==> src/pkg/otpst_defines.svh <==
/*
 * Constants of the feature and status register block: commands, feature
 * addresses, bit positions, reset values and operation times.
 * Assumes a 10 MHz core clock and an SPI mode 0/3 host.
 */
`ifndef OTPST_DEFINES_SVH
`define OTPST_DEFINES_SVH
// ==========================================================================
// Commands
`define CMD_WREN 8'h06
`define CMD_WRDI 8'h04
`define CMD_GETF 8'h0F
`define CMD_SETF 8'h1F
`define CMD_PREAD 8'h13
`define CMD_PEXEC 8'h10
`define CMD_BERASE 8'hD8
`define CMD_RESET 8'hFF
// ==========================================================================
// Feature addresses and bit positions
`define ADR_CONFIG 8'hB0
`define ADR_STATUS 8'hC0
`define CFG_LOCK 7
`define CFG_OTPEN 6
`define CFG_ECCEN 4
`define CFG_QUAD 0
`define CFG_RESET 8'h10
`define ST_ECC_HI 5
`define ST_ECC_LO 4
`define ST_PFAIL 3
`define ST_EFAIL 2
`define ST_WLATCH 1
`define ST_BUSYBIT 0
// ==========================================================================
// Array geometry: four OTP pages, 64 pages per block, 18 valid row bits
`define OTP_PAGES 24'h000004
`define ROW_TOP 23
`define ROW_VALID 18
`define ADDR_BYTES 2'h3
// ==========================================================================
// Times in ns and the clock period
`define CLK_NS 100
`define T_READ_NS 300000
`define T_PROG_NS 600000
`define T_ERASE_NS 10000000
`define T_RST_NS 500000
`endif

==> src/pkg/otpst_pkg.sv <==
/*
 * Types of the feature and status register block.
 * Assumes otpst_defines.svh is on the include path.
 */
package otpst_pkg;
	// ======================================================================
	// Operation kinds and the request handed to the array engine
	typedef enum logic [1:0] {OP_READ, OP_PROG, OP_ERASE, OP_LOCK} otpst_op_t;
	typedef struct packed {
		logic valid;
		otpst_op_t kind;
		logic otpSel;
		logic [23:0] row;
	} otpst_req_t;
	// ECC decode outcome from the array engine
	typedef struct packed {
		logic valid;
		logic [1:0] code;
	} otpst_ecc_t;
	typedef enum {ST_IDLE, ST_BUSY} otpst_state_t;
endpackage : otpst_pkg

==> src/verilog/otp_status_regs.sv <==
/*
 * Feature and status registers of a serial NAND, reached over SPI with the
 * get-feature and set-feature commands; it also times the busy phases.
 * Assumes an SPI mode 0/3 host whose clock is far slower than mclk, and an
 * array engine that reports ECC outcomes on the mclk domain.
 */
`timescale 1ns/1ns
`default_nettype none
`include "otpst_defines.svh"

module otp_status_regs #(
	parameter int PROG_CYC = `T_PROG_NS / `CLK_NS,
	parameter int ERASE_CYC = `T_ERASE_NS / `CLK_NS,
	parameter int RST_CYC = `T_RST_NS / `CLK_NS
) (
	input wire logic mclk,
	input wire logic arst_n,
	input wire logic sclk,
	input wire logic csPin_n,
	input wire logic mosi,
	output logic miso,
	output logic misoOe_n,
	input wire logic lockNv,
	input wire logic blockProtected,
	input wire otpst_pkg::otpst_ecc_t eccIn,
	output otpst_pkg::otpst_req_t arrayReq,
	output logic lockBurn,
	output logic [7:0] configOut
);
	import otpst_pkg::*;

	localparam int READ_CYC = `T_READ_NS / `CLK_NS;

	// ======================================================================
	// Pin synchronisers; stage one is read only by stage two.
	logic [2:0] sclkS_r, csS_r, mosiS_r;
	always_ff @(posedge mclk or negedge arst_n) begin
		if (!arst_n) begin
			sclkS_r <= 3'h0;
			csS_r <= 3'h7;
			mosiS_r <= 3'h0;
		end else begin
			sclkS_r <= {sclkS_r[1:0], sclk};
			csS_r <= {csS_r[1:0], csPin_n};
			mosiS_r <= {mosiS_r[1:0], mosi};
		end
	end

	// Edges are found between stages two and three.
	wire sel = ~csS_r[1];
	wire sclkRise = sel & sclkS_r[1] & ~sclkS_r[2];
	wire sclkFall = sel & ~sclkS_r[1] & sclkS_r[2];
	wire frameEnd = csS_r[1] & ~csS_r[2];
	wire frameStart = ~csS_r[1] & csS_r[2];

	// ======================================================================
	// Byte assembly on the rising SCLK edge.
	logic [2:0] bitCnt_r;
	logic [7:0] shiftIn_r, cmd_r, fadr_r;
	logic [1:0] byteCnt_r;
	logic [23:0] row_r;
	wire [7:0] byteNow = {shiftIn_r[6:0], mosiS_r[1]};
	wire byteDone = sclkRise & (bitCnt_r == 3'h7);
	always_ff @(posedge mclk or negedge arst_n) begin
		if (!arst_n) begin
			bitCnt_r <= 3'h0;
			shiftIn_r <= 8'h00;
			byteCnt_r <= 2'h0;
			cmd_r <= 8'h00;
			fadr_r <= 8'h00;
			row_r <= 24'h000000;
		end else if (frameStart) begin
			bitCnt_r <= 3'h0;
			byteCnt_r <= 2'h0;
			cmd_r <= 8'h00;
		end else if (sclkRise) begin
			bitCnt_r <= bitCnt_r + 3'h1;
			shiftIn_r <= byteNow;
			if (byteDone) begin
				if (byteCnt_r != `ADDR_BYTES)
					byteCnt_r <= byteCnt_r + 2'h1;
				if (byteCnt_r == 2'h0)
					cmd_r <= byteNow;
				if (byteCnt_r == 2'h1)
					fadr_r <= byteNow;
				if (byteCnt_r != 2'h0)
					row_r <= {row_r[15:0], byteNow};
			end
		end
	end

	// ======================================================================
	// Feature and status state.
	logic otpEn_r, lockReq_r, eccEn_r, quadEn_r, locked_r;
	logic pFail_r, eFail_r, wrLatch_r;
	logic [1:0] ecc_r;
	otpst_state_t state_r;
	otpst_op_t op_r;
	logic opFail_r;
	logic [16:0] busyCnt_r;
	logic rstOp_r;

	wire busy = (state_r == ST_BUSY);
	// End of a timed array operation; the reset phase never counts as one.
	wire opDone = busy & (busyCnt_r == 17'h00001) & ~rstOp_r;
	wire [7:0] configReg = {locked_r | lockReq_r, otpEn_r, 1'b0, eccEn_r, 3'h0, quadEn_r};
	wire [7:0] statusReg = {2'h0, ecc_r, pFail_r, eFail_r, wrLatch_r, busy};
	assign configOut = configReg;

	// Commands act when the frame closes, set-feature when its data byte ends; only get-feature
	// and reset may run while busy, so only a reset disturbs a half-done operation.
	wire endCmd = frameEnd & (byteCnt_r != 2'h0);
	wire hasRow = (byteCnt_r == `ADDR_BYTES);
	wire doReset = endCmd & (cmd_r == `CMD_RESET);
	wire doWren = endCmd & ~busy & (cmd_r == `CMD_WREN);
	wire doWrdi = endCmd & ~busy & (cmd_r == `CMD_WRDI);
	wire doRead = endCmd & ~busy & hasRow & (cmd_r == `CMD_PREAD);
	wire doProg = endCmd & ~busy & hasRow & wrLatch_r & (cmd_r == `CMD_PEXEC);
	wire doErase = endCmd & ~busy & hasRow & wrLatch_r & (cmd_r == `CMD_BERASE);
	wire cfgWrite = byteDone & ~busy & (byteCnt_r == 2'h2) & (cmd_r == `CMD_SETF)
		& (fadr_r == `ADR_CONFIG);

	// Target checks; rows above the array or OTP pages beyond 03 are invalid.
	function automatic logic rowBad(input logic [23:0] r, input logic otp);
		rowBad = (r[`ROW_TOP:`ROW_VALID] != '0) | (otp & (r >= `OTP_PAGES));
	endfunction : rowBad
	wire lockSeq = otpEn_r & lockReq_r & ~locked_r;
	wire progBad = rowBad(row_r, otpEn_r) & ~lockSeq
		| (otpEn_r & locked_r) | (~otpEn_r & blockProtected);
	wire eraseBad = rowBad(row_r, 1'b0) | otpEn_r | blockProtected;

	// Configuration writes; the lock request cannot be set again once burnt.
	always_ff @(posedge mclk or negedge arst_n) begin
		if (!arst_n) begin
			otpEn_r <= 1'b0;
			lockReq_r <= 1'b0;
			eccEn_r <= 1'(`CFG_RESET >> `CFG_ECCEN);
			quadEn_r <= 1'b0;
		end else if (doReset) begin
			otpEn_r <= 1'b0;
			lockReq_r <= 1'b0;
		end else if (cfgWrite) begin
			otpEn_r <= byteNow[`CFG_OTPEN];
			lockReq_r <= byteNow[`CFG_LOCK] & ~locked_r;
			eccEn_r <= byteNow[`CFG_ECCEN];
			quadEn_r <= byteNow[`CFG_QUAD];
		end
	end

	// The lock is nonvolatile: it is taken from the stored copy after reset
	// release and set for good by the locking program.
	always_ff @(posedge mclk or negedge arst_n) begin
		if (!arst_n)
			locked_r <= 1'b0;
		else if (opDone & (op_r == OP_LOCK) & ~opFail_r)
			locked_r <= 1'b1;
		else if (lockNv)
			locked_r <= 1'b1;
	end

	// Write-enable latch; a started program or erase consumes it.
	always_ff @(posedge mclk or negedge arst_n) begin
		if (!arst_n)
			wrLatch_r <= 1'b0;
		else if (doWren)
			wrLatch_r <= 1'b1;
		else if (doWrdi | doProg | doErase | doReset)
			wrLatch_r <= 1'b0;
	end

	// ======================================================================
	// Busy timer: one counter for read, program, erase and reset phases.
	wire startAny = doRead | doProg | doErase;
	always_ff @(posedge mclk or negedge arst_n) begin
		if (!arst_n) begin
			state_r <= ST_BUSY;
			busyCnt_r <= 17'(RST_CYC);
			rstOp_r <= 1'b1;
			op_r <= OP_READ;
			opFail_r <= 1'b0;
		end else if (doReset) begin
			state_r <= ST_BUSY;
			busyCnt_r <= 17'(RST_CYC);
			rstOp_r <= 1'b1;
		end else if (startAny) begin
			state_r <= ST_BUSY;
			rstOp_r <= 1'b0;
			busyCnt_r <= doRead ? 17'(READ_CYC) : doProg ? 17'(PROG_CYC) : 17'(ERASE_CYC);
			op_r <= doRead ? OP_READ : doErase ? OP_ERASE : lockSeq ? OP_LOCK : OP_PROG;
			opFail_r <= doProg ? progBad : doErase & eraseBad;
		end else begin
			case (state_r)
				ST_BUSY: begin
					busyCnt_r <= busyCnt_r - 17'h00001;
					if (busyCnt_r == 17'h00001)
						state_r <= ST_IDLE;
				end
				default: state_r <= ST_IDLE;
			endcase
		end
	end

	// Fail flags: cleared at start, set at the end; a set wins a same-cycle clear.
	always_ff @(posedge mclk or negedge arst_n) begin
		if (!arst_n) begin
			pFail_r <= 1'b0;
			eFail_r <= 1'b0;
		end else begin
			if (opDone & opFail_r & (op_r == OP_PROG | op_r == OP_LOCK))
				pFail_r <= 1'b1;
			else if (doProg | doReset)
				pFail_r <= 1'b0;
			if (opDone & opFail_r & (op_r == OP_ERASE))
				eFail_r <= 1'b1;
			else if (doErase | doReset)
				eFail_r <= 1'b0;
		end
	end

	// ECC field follows the array engine; cleared at read start and reset.
	always_ff @(posedge mclk or negedge arst_n) begin
		if (!arst_n)
			ecc_r <= 2'h0;
		else if (eccIn.valid)
			ecc_r <= eccIn.code;
		else if (doRead | doReset)
			ecc_r <= 2'h0;
	end

	// ======================================================================
	// Requests to the array engine. The select bit routes the row, so with
	// it clear the lock bit plays no part in the routing.
	always_ff @(posedge mclk or negedge arst_n) begin
		if (!arst_n) begin
			arrayReq <= '0;
			lockBurn <= 1'b0;
		end else begin
			arrayReq.valid <= startAny & ~(doProg & progBad) & ~(doErase & eraseBad);
			arrayReq.kind <= doRead ? OP_READ : doErase ? OP_ERASE : lockSeq ? OP_LOCK : OP_PROG;
			arrayReq.otpSel <= otpEn_r & ~doErase;
			arrayReq.row <= row_r;
			lockBurn <= opDone & (op_r == OP_LOCK) & ~opFail_r;
		end
	end

	// ======================================================================
	// Get-feature answer, shifted out on falling SCLK; unmapped reads 00h.
	wire inData = (cmd_r == `CMD_GETF) & (byteCnt_r >= 2'h2);
	wire [7:0] rdSel = (fadr_r == `ADR_STATUS) ? statusReg :
		(fadr_r == `ADR_CONFIG) ? configReg : 8'h00;
	logic [2:0] outBit_r;
	always_ff @(posedge mclk or negedge arst_n) begin
		if (!arst_n) begin
			miso <= 1'b0;
			misoOe_n <= 1'b1;
			outBit_r <= 3'h0;
		end else if (~sel) begin
			misoOe_n <= 1'b1;
			outBit_r <= 3'h0;
		end else if (sclkFall & inData) begin
			misoOe_n <= 1'b0;
			miso <= rdSel[3'h7 - outBit_r];
			outBit_r <= outBit_r + 3'h1;
		end
	end

	// ======================================================================
	// Checks.
	property p_busy_on_start;
		@(posedge mclk) disable iff (!arst_n)
		(doRead | doProg | doErase) |=> busy [*8];
	endproperty
	a_busy_on_start: assert property (p_busy_on_start) else $error("busy not held");
	property p_exec_needs_latch;
		@(posedge mclk) disable iff (!arst_n)
		(endCmd & (cmd_r == `CMD_PEXEC) & ~wrLatch_r) |=> ~arrayReq.valid;
	endproperty
	a_exec_needs_latch: assert property (p_exec_needs_latch) else $error("exec without latch");
	property p_wren_sets;
		@(posedge mclk) disable iff (!arst_n) doWren |=> wrLatch_r;
	endproperty
	a_wren_sets: assert property (p_wren_sets) else $error("latch not set");
	property p_lock_sticky;
		@(posedge mclk) disable iff (!arst_n) locked_r |=> locked_r;
	endproperty
	a_lock_sticky: assert property (p_lock_sticky) else $error("lock dropped");
	property p_locked_no_prog;
		@(posedge mclk) disable iff (!arst_n)
		(doProg & otpEn_r & locked_r) |=> ~arrayReq.valid ##[1:300] pFail_r;
	endproperty
	a_locked_no_prog: assert property (p_locked_no_prog) else $error("locked OTP programmed");
	property p_otp_erase_fails;
		@(posedge mclk) disable iff (!arst_n)
		(doErase & otpEn_r) |=> (op_r == OP_ERASE) & opFail_r & ~eFail_r;
	endproperty
	a_otp_erase_fails: assert property (p_otp_erase_fails) else $error("OTP erase allowed");
	property p_reset_clears;
		@(posedge mclk) disable iff (!arst_n)
		doReset |=> ~otpEn_r & ~pFail_r & ~eFail_r & busy;
	endproperty
	a_reset_clears: assert property (p_reset_clears) else $error("reset left state");
	property p_read_clears_ecc;
		@(posedge mclk) disable iff (!arst_n) (doRead & ~eccIn.valid) |=> ecc_r == 2'h0;
	endproperty
	a_read_clears_ecc: assert property (p_read_clears_ecc) else $error("ecc not cleared");
	property p_route_main;
		@(posedge mclk) disable iff (!arst_n) (startAny & ~otpEn_r) |=> ~arrayReq.otpSel;
	endproperty
	a_route_main: assert property (p_route_main) else $error("OTP routed");
	// The two reserved status bits must leave the pin as zeros.
	property p_status_reserved;
		@(posedge mclk) disable iff (!arst_n)
		(sclkFall & inData & (fadr_r == `ADR_STATUS) & (outBit_r < 3'h2)) |=> ~miso;
	endproperty
	a_status_reserved: assert property (p_status_reserved) else $error("status layout");
endmodule : otp_status_regs
`default_nettype wire

==> config.mk <==
export PLATFORM = sky130hd
export DESIGN_NAME = otp_status_regs
export DESIGN_NICKNAME = d
export VERILOG_FILES = /design/src/pkg/otpst_pkg.sv /design/src/verilog/otp_status_regs.sv
export VERILOG_INCLUDE_DIRS = /design/src /design/src/pkg
export SDC_FILE = /design/constraint.sdc
export NUM_CORES = 1
export LEC_CHECK = 0
export BUFFER_PORTS_ARGS = -buffer_cell sky130_fd_sc_hd__buf_2
export CAP_MARGIN = 20
export CORE_MARGIN = 1
export CORE_UTILIZATION = 55
export CTS_BUF_LIST = sky130_fd_sc_hd__clkbuf_8
export DETAILED_ROUTE_END_ITERATION = 6
export HOLD_SLACK_MARGIN = 0.12
export PLACE_DENSITY = 0.8
export SLEW_MARGIN = 30
export SYNTH_ARGS = -nofsm -noshare
export SYNTH_HDL_FRONTEND = slang
export SYNTH_SLANG_ARGS = --single-unit
==> constraint.sdc <==
create_clock -name mclk -period 2.26 [get_ports mclk]
set_clock_uncertainty 0.1 [all_clocks]
set_input_delay 0.226 -clock mclk [delete_from_list [all_inputs] [get_ports mclk]]
set_output_delay 0.226 -clock mclk [all_outputs]
set_load 0.005 [all_outputs]
# Word-level counts from Yosys, hierarchy flattened
# Index checks and enable logic that the tools add are counted.
# totals
register_bits	157
latch_bits	0
ramBits	0
romBits	0
input_bits	10
output_inout_bits	39
wordCells	204
mem_count	0
# op_classes
n_addsub	5
n_mul	0
div	0
n_lt_le_gt_ge	3
eq_ne	22
n_shift	0
mux	47
bitwise	72
n_reduce_logical	24
# op_table
operator	n
$mux 32	4
$mux 17	5
$mux 8	6
$and 1x1->1	42
$eq 32x1->1 const B	1
$eq 32x2->1 const B	1
$eq 8x8->1 const B	4
$reduce_bool 2->1	13
$eq 8x5->1 const B	3
$ge 24x3->1 const B	1
$mux 1	18
$mux 2	9
$eq 17x1->1 const B	1
$sub 17x1->17 const B	1
$eq 8x3->1 const B	2
$not 1->1	15
$or 1x1->1	15
$mux 3	4
$eq 2x2->1 const B	4
$eq 8x4->1 const B	1
$reduce_and 2->1	4
$reduce_and 4->1	2
$add 3x1->3 const B	2
$reduce_and 3->1	2
12 further kinds	13

# Depth between registers and ports, before layout
# depth
depth_word	12
mapped_depth	8
ltp_nobuf	7

# Least setup slack after synthesis
# OpenSTA, ideal clock, no wires.
# synth_timing
path_type	register to register
startpoint	reg byteCnt_r[0]
endpoint	reg busyCnt_r[6]
setup_ns	0.122
arrival_ns	1.945
t_required_ns	2.038
setup_slack_ns	0.094
path_stages_with_launch	9
path_buffers	1
period_less_slack_ns	2.166
path_cell_list	dfrtp_1 -> inv_1 -> ha_1 -> nor3b_1 -> buf_2 -> nand3_1 -> o21a_1 -> or2_0 -> a32o_1
# synth_via
elab_chain_cells	10
elab_cells_between_ends	17
cone_classes	eq/ne (1); mux (4); bitwise (10); reduce/logical (2)
# synth_lines
element	line	text
start: declaration	otp_status_regs.sv:60	logic [1:0] byteCnt_r;
start signal: assignment	otp_status_regs.sv:81	byteCnt_r <= byteCnt_r + 2'h1;
$reduce_bool 2->1	otp_status_regs.sv:112	wire endCmd = frameEnd & (byteCnt_r != 2'h0);
$and 1x1->1	otp_status_regs.sv:112	
$and 1x1->1 (2 in series)	otp_status_regs.sv:117, otp_status_regs.sv:118, otp_status_regs.sv:119	
$and 1x1->1	otp_status_regs.sv:118, otp_status_regs.sv:119	
$and 1x1->1	otp_status_regs.sv:118	wire doProg = endCmd & ~busy & hasRow & wrLatch_r & (cmd_r == `CMD_PEXEC);
$mux 17 / $or 1x1->1 (equally long branches) (2 in series)	otp_status_regs.sv:188, otp_status_regs.sv:173	
$mux 17	otp_status_regs.sv:185	end else if (startAny) begin
$mux 17	otp_status_regs.sv:181	end else if (doReset) begin
end signal: assignment	otp_status_regs.sv:183	busyCnt_r <= 17'(RST_CYC);
end signal: assignment	otp_status_regs.sv:188	busyCnt_r <= doRead ? 17'(READ_CYC) : doProg ? 17'(PROG_CYC) : 17'(ERASE_CYC);
end signal: assignment	otp_status_regs.sv:194	busyCnt_r <= busyCnt_r - 17'h00001;
end: declaration	otp_status_regs.sv:100	logic [16:0] busyCnt_r;
# Parallel ways exist; a longest one is shown, timed or not.
# A chain may end at the register's enable or synchronous reset.

# Worst setup path in the final report
# layout_timing
startpoint	reg cmd_r[4]
endpoint	reg busyCnt_r[4]
# layout_via
elab_chain_cells	6
elab_cells_between_ends	15
cone_classes	eq/ne (4); mux (4); bitwise (6); reduce/logical (1)
# layout_lines
element	line	text
start: declaration	otp_status_regs.sv:59	logic [7:0] shiftIn_r, cmd_r, fadr_r;
start signal: assignment	otp_status_regs.sv:83	cmd_r <= byteNow;
$eq 8x5->1 (no line)	-	
$and 1x1->1, on equally long branches	otp_status_regs.sv:118, otp_status_regs.sv:117	
$mux 17 / $or 1x1->1 (equally long branches) (2 in series)	otp_status_regs.sv:188, otp_status_regs.sv:173	
$mux 17	otp_status_regs.sv:185	
$mux 17	otp_status_regs.sv:181	
# Parallel ways exist; a longest one is shown, timed or not.

==> results.json <==
{
  "worstPathCellList": "or3b_4 > nor4_4 > o21a_1 > nor3_1 > mux2_2",
  "fillerInstances": 711,
  "maxCapViolations": 0,
  "ctsLongestPathBuffers": 2,
  "reg2reg_depth": 5,
  "wl_per_cell_um": 17.6,
  "leakagePower_nw": 3.25,
  "dr.max_layer_used": "met4",
  "design_area_sq_um": 6580,
  "synth_xor_area_frac": 0.0112,
  "max_slew_margin": 0.509,
  "sw_frac_of_total": 0.238,
  "htree_levels": 4,
  "pwr-share-comb": 0.035,
  "coreArea_sq_um": 9730,
  "wl_met3_um": 603,
  "port_buffers": 44,
  "synthArstFlopShare": 1.00,
  "rr_startpoint": "cmd_r[4]",
  "syn2layout_area_growth_pct": 19.9,
  "dpl_cell_area_sq_um": 5990,
  "critPathMaxFanout": 8,
  "ant_nets": 0,
  "switching_power_mw": 1.05,
  "drt-met1-wl_mm": 5.02,
  "final_common_cell": "dfrtp_1",
  "final_util": 0.676,
  "drive_gt1_frac": 0.341,
  "synthCells": 454,
  "synth_seq_cells": 126,
  "antenna_cells": 0,
  "synthFlopType": "dfrtp_1",
  "startpoint_type": "flop",
  "antenna_found_initial": 0,
  "synth_area_per_cell_sq_um": 12.1,
  "cts_sinks": 126,
  "yosysUniqueCellTypes": 67,
  "drv_slew": 0,
  "fin_total_pwr_mw": 4.39,
  "die_w_um": 102,
  "grt_max_degree": 55,
  "synth_adder_area_share": 0.0205,
  "hold_start": "mosiS_r[0]",
  "cp.arrival_ns": 2.41,
  "min_path_cells": 0,
  "place.gp.congestion": 0.917,
  "grt_setup_unrepaired": "true",
  "r2r_setup_slack_ns": 0.06,
  "syn_area_sq_um": 5490,
  "period_minus_slack_ns": 2.20,
  "final_net_count": 557,
  "synth_top_family_by_area": "simple AND/OR/NAND/NOR gates",
  "max_stage_delay_ns": 0.47,
  "yosys.area_share.simple": 0.165,
  "synth_compound_area_frac": 0.0789,
  "crit_path_end_kind": "flop",
  "tritoncts": "yes",
  "fp-row-count": 36,
  "seq_area_sq_um": 3170,
  "critPathRequiredTime_ns": 2.47,
  "max-vdd-ir-drop_v": 0.000297,
  "routed_via_density": 5.81,
  "multi_input_area_sq_um": 2230,
  "path_clk_slew_ns": 0.07,
  "synth_edf_count": 0,
  "route.detailed.drc": 0,
  "layout_common_cells": "dfrtp_1 (114), mux2_2 (45), buf_2 (43), nor2_1 (34), nand2_1 (31)",
  "die-area_sq_um": 10400,
  "grt_pass1_wl_mm": 19.2,
  "place_hpwl_mm": 7.91,
  "synthMuxAreaShare": 0.118,
  "hold_viol_final": 0,
  "hold_path.class": "flop to flop",
  "tightest_slew_ns": 0.737,
  "timing.rr.end": "busyCnt_r[4]",
  "gr-total-overflow": 0,
  "cts_buffers": 17,
  "dp.cells": 637,
  "cts-root-buf": "clkbuf_8",
  "clockPowerShare": 0.422,
  "status": "finished, final reports clean",
  "boundaryPins": 49,
  "layout_setup_ws_ns": 0.0639,
  "drt-pass1-iter-count": 7,
  "crit_type": "flop to flop",
  "p_seq_frac": 0.543,
  "wl_mm": 12.0,
  "detailedPlace.worstSlack_ns": -0.00686,
  "drt-initial-drc-count": 288,
  "grt_pass1_vias": 3885,
  "met2_wirelength_mm": 6.07,
  "tns_ns": 0,
  "vias": 3976,
  "min_to": "mosiS_r[1]",
  "fin_cells": 684,
  "die_y_um": 102,
  "grt_usage": 0.248,
  "p_per_area_nw_per_um2": 667,
  "seq_area_frac_synth": 0.577,
  "fin_crit_sh": 0.972,
  "max_freq_mhz": 455,
  "yosysWarnings": 0,
  "whs_ns": 0.250,
  "finalSetupViolCount": 0,
  "clock_latency_ns": 0.43,
  "cpMaxStageDelayCell": "dfrtp_1",
  "start_util": 0.564,
  "internal_power_mw": 3.34
}
-- power by group through the flow --
stage	sequential, mW	combinational [mW]	clock (mW)
2_1_floorplan	2.39	0.0690	0
3_3_place_gp	2.42	0.135	0
3_5_place_dp	2.42	0.142	0
4_1_cts	2.38	0.157	1.90
5_1_grt	2.39	0.177	1.99
6_report	2.38	0.153	1.85
-- synthesized netlist by cell type, types with 2 or more instances --
cell / count / area [sq um]
nor2b_1: 3 / 18.8
nand4_1: 7 / 43.8
nor3b_1: 5 / 37.5
nor4b_1: 2 / 17.5
a31oi_1: 4 / 25.0
mux2_2: 45 / 507
nand4b_1: 4 / 35.0
clkbuf_1: 3 / 11.3
or4_1: 4 / 30.0
nand2_1: 32 / 120
nand3b_1: 4 / 30.0
a22oi_1: 5 / 37.5
a211oi_1: 2 / 15.0
and3_1: 4 / 25.0
nor4_4: 2 / 42.5
xnor2_1: 3 / 26.3
o21bai_1: 2 / 15.0
o21a_1: 3 / 22.5
or3_1: 4 / 25.0
nor3_2: 2 / 20.0
a21oi_1: 8 / 40.0
o21ai_0: 17 / 85.1
and2_1: 4 / 25.0
mux2i_1: 12 / 120
xor2_1: 4 / 35.0
nor3b_2: 2 / 25.0
ha_1: 9 / 113
nor4_1: 9 / 56.3
dfstp_2: 12 / 315
or2_2: 3 / 18.8
buf_4: 7 / 52.6
buf_2: 9 / 45.0
nand3_1: 11 / 55.1
a21o_1: 4 / 30.0
nand2b_1: 4 / 25.0
o211ai_1: 3 / 22.5
nor2_1: 34 / 128
dfrtp_1: 114 / 2850
nor3_1: 10 / 50.1
inv_1: 11 / 41.3
-- sequential cells by signal, summed over array words and instances, names as in the netlist, 2 cells and up --
| name | flops |
|---|---|
| cmd_r | 8 |
| outBit_r | 3 |
| bitCnt_r | 3 |
| fadr_r | 8 |
| op_r | 2 |
| busyCnt_r | 17 |
| ecc_r | 2 |
| csS_r | 3 |
| arrayReq | 28 |
| mosiS_r | 2 |
| byteCnt_r | 2 |
| row_r | 24 |
| shiftIn_r | 7 |
| sclkS_r | 3 |
-- area by class of cell --
cell class              count  share of cell area
flip-flops and latches    126               0.482
multi-input cells         300               0.339
repair buffers             82              0.0888
clock buffers              20              0.0418
well taps                 133              0.0253
clock inverters            12              0.0169
inverters                  11             0.00628
-- routing by layer --
metal	GRT usage	up-vias
met5	0	-
met4	0.116	0
met3	0.0691	32
met2	0.396	168
met1	0.315	1967
li1	-	1809
-- how the worst max path moves through the flow --
stage | start | end
floorplan | byteCnt_r[0] | busyCnt_r[6]
global route | cmd_r[4] | state_r[0]
global placement | byteCnt_r[1] | busyCnt_r[12]
finish | cmd_r[4] | busyCnt_r[4]
detailed placement | byteCnt_r[1] | busyCnt_r[12]
CTS | byteCnt_r[0] | busyCnt_r[3]
-- cells by family (layout without fill, tap and decap cells) --
logic type,after synthesis,after routing
AND/OR/NAND/NOR,158,158
flip-flops,126,126
AO/OA/AOI/OAI,64,64
multiplexers,58,58
buffers and inverters,31,125
adder cells (fa/ha/maj),9,9
XOR/XNOR,7,7
other,1,4
-- worst max-delay path, delay by kind of cell, from the launching register on --
family | cells | cell delay (ns)
AND/OR/NAND/NOR | 3 | 0.91
flip-flops | 1 | 0.47
AO/OA/AOI/OAI | 1 | 0.31
multiplexers | 1 | 0.29
-- what timing repair did --
| item | 4_1_cts | 5_1_grt |
|---|---|---|
| pin swaps | 0 | 4 |
| setup endpoints to repair | 2 | 23 |
| setup buffers | 1 | 2 |
| resized for setup | 2 | 13 |
| endpoints found under the hold margin | 54 | 0 |
| hold buffers | 11 | 0 |
| cloned | 0 | 1 |
(Power assumes the default switching activity.)
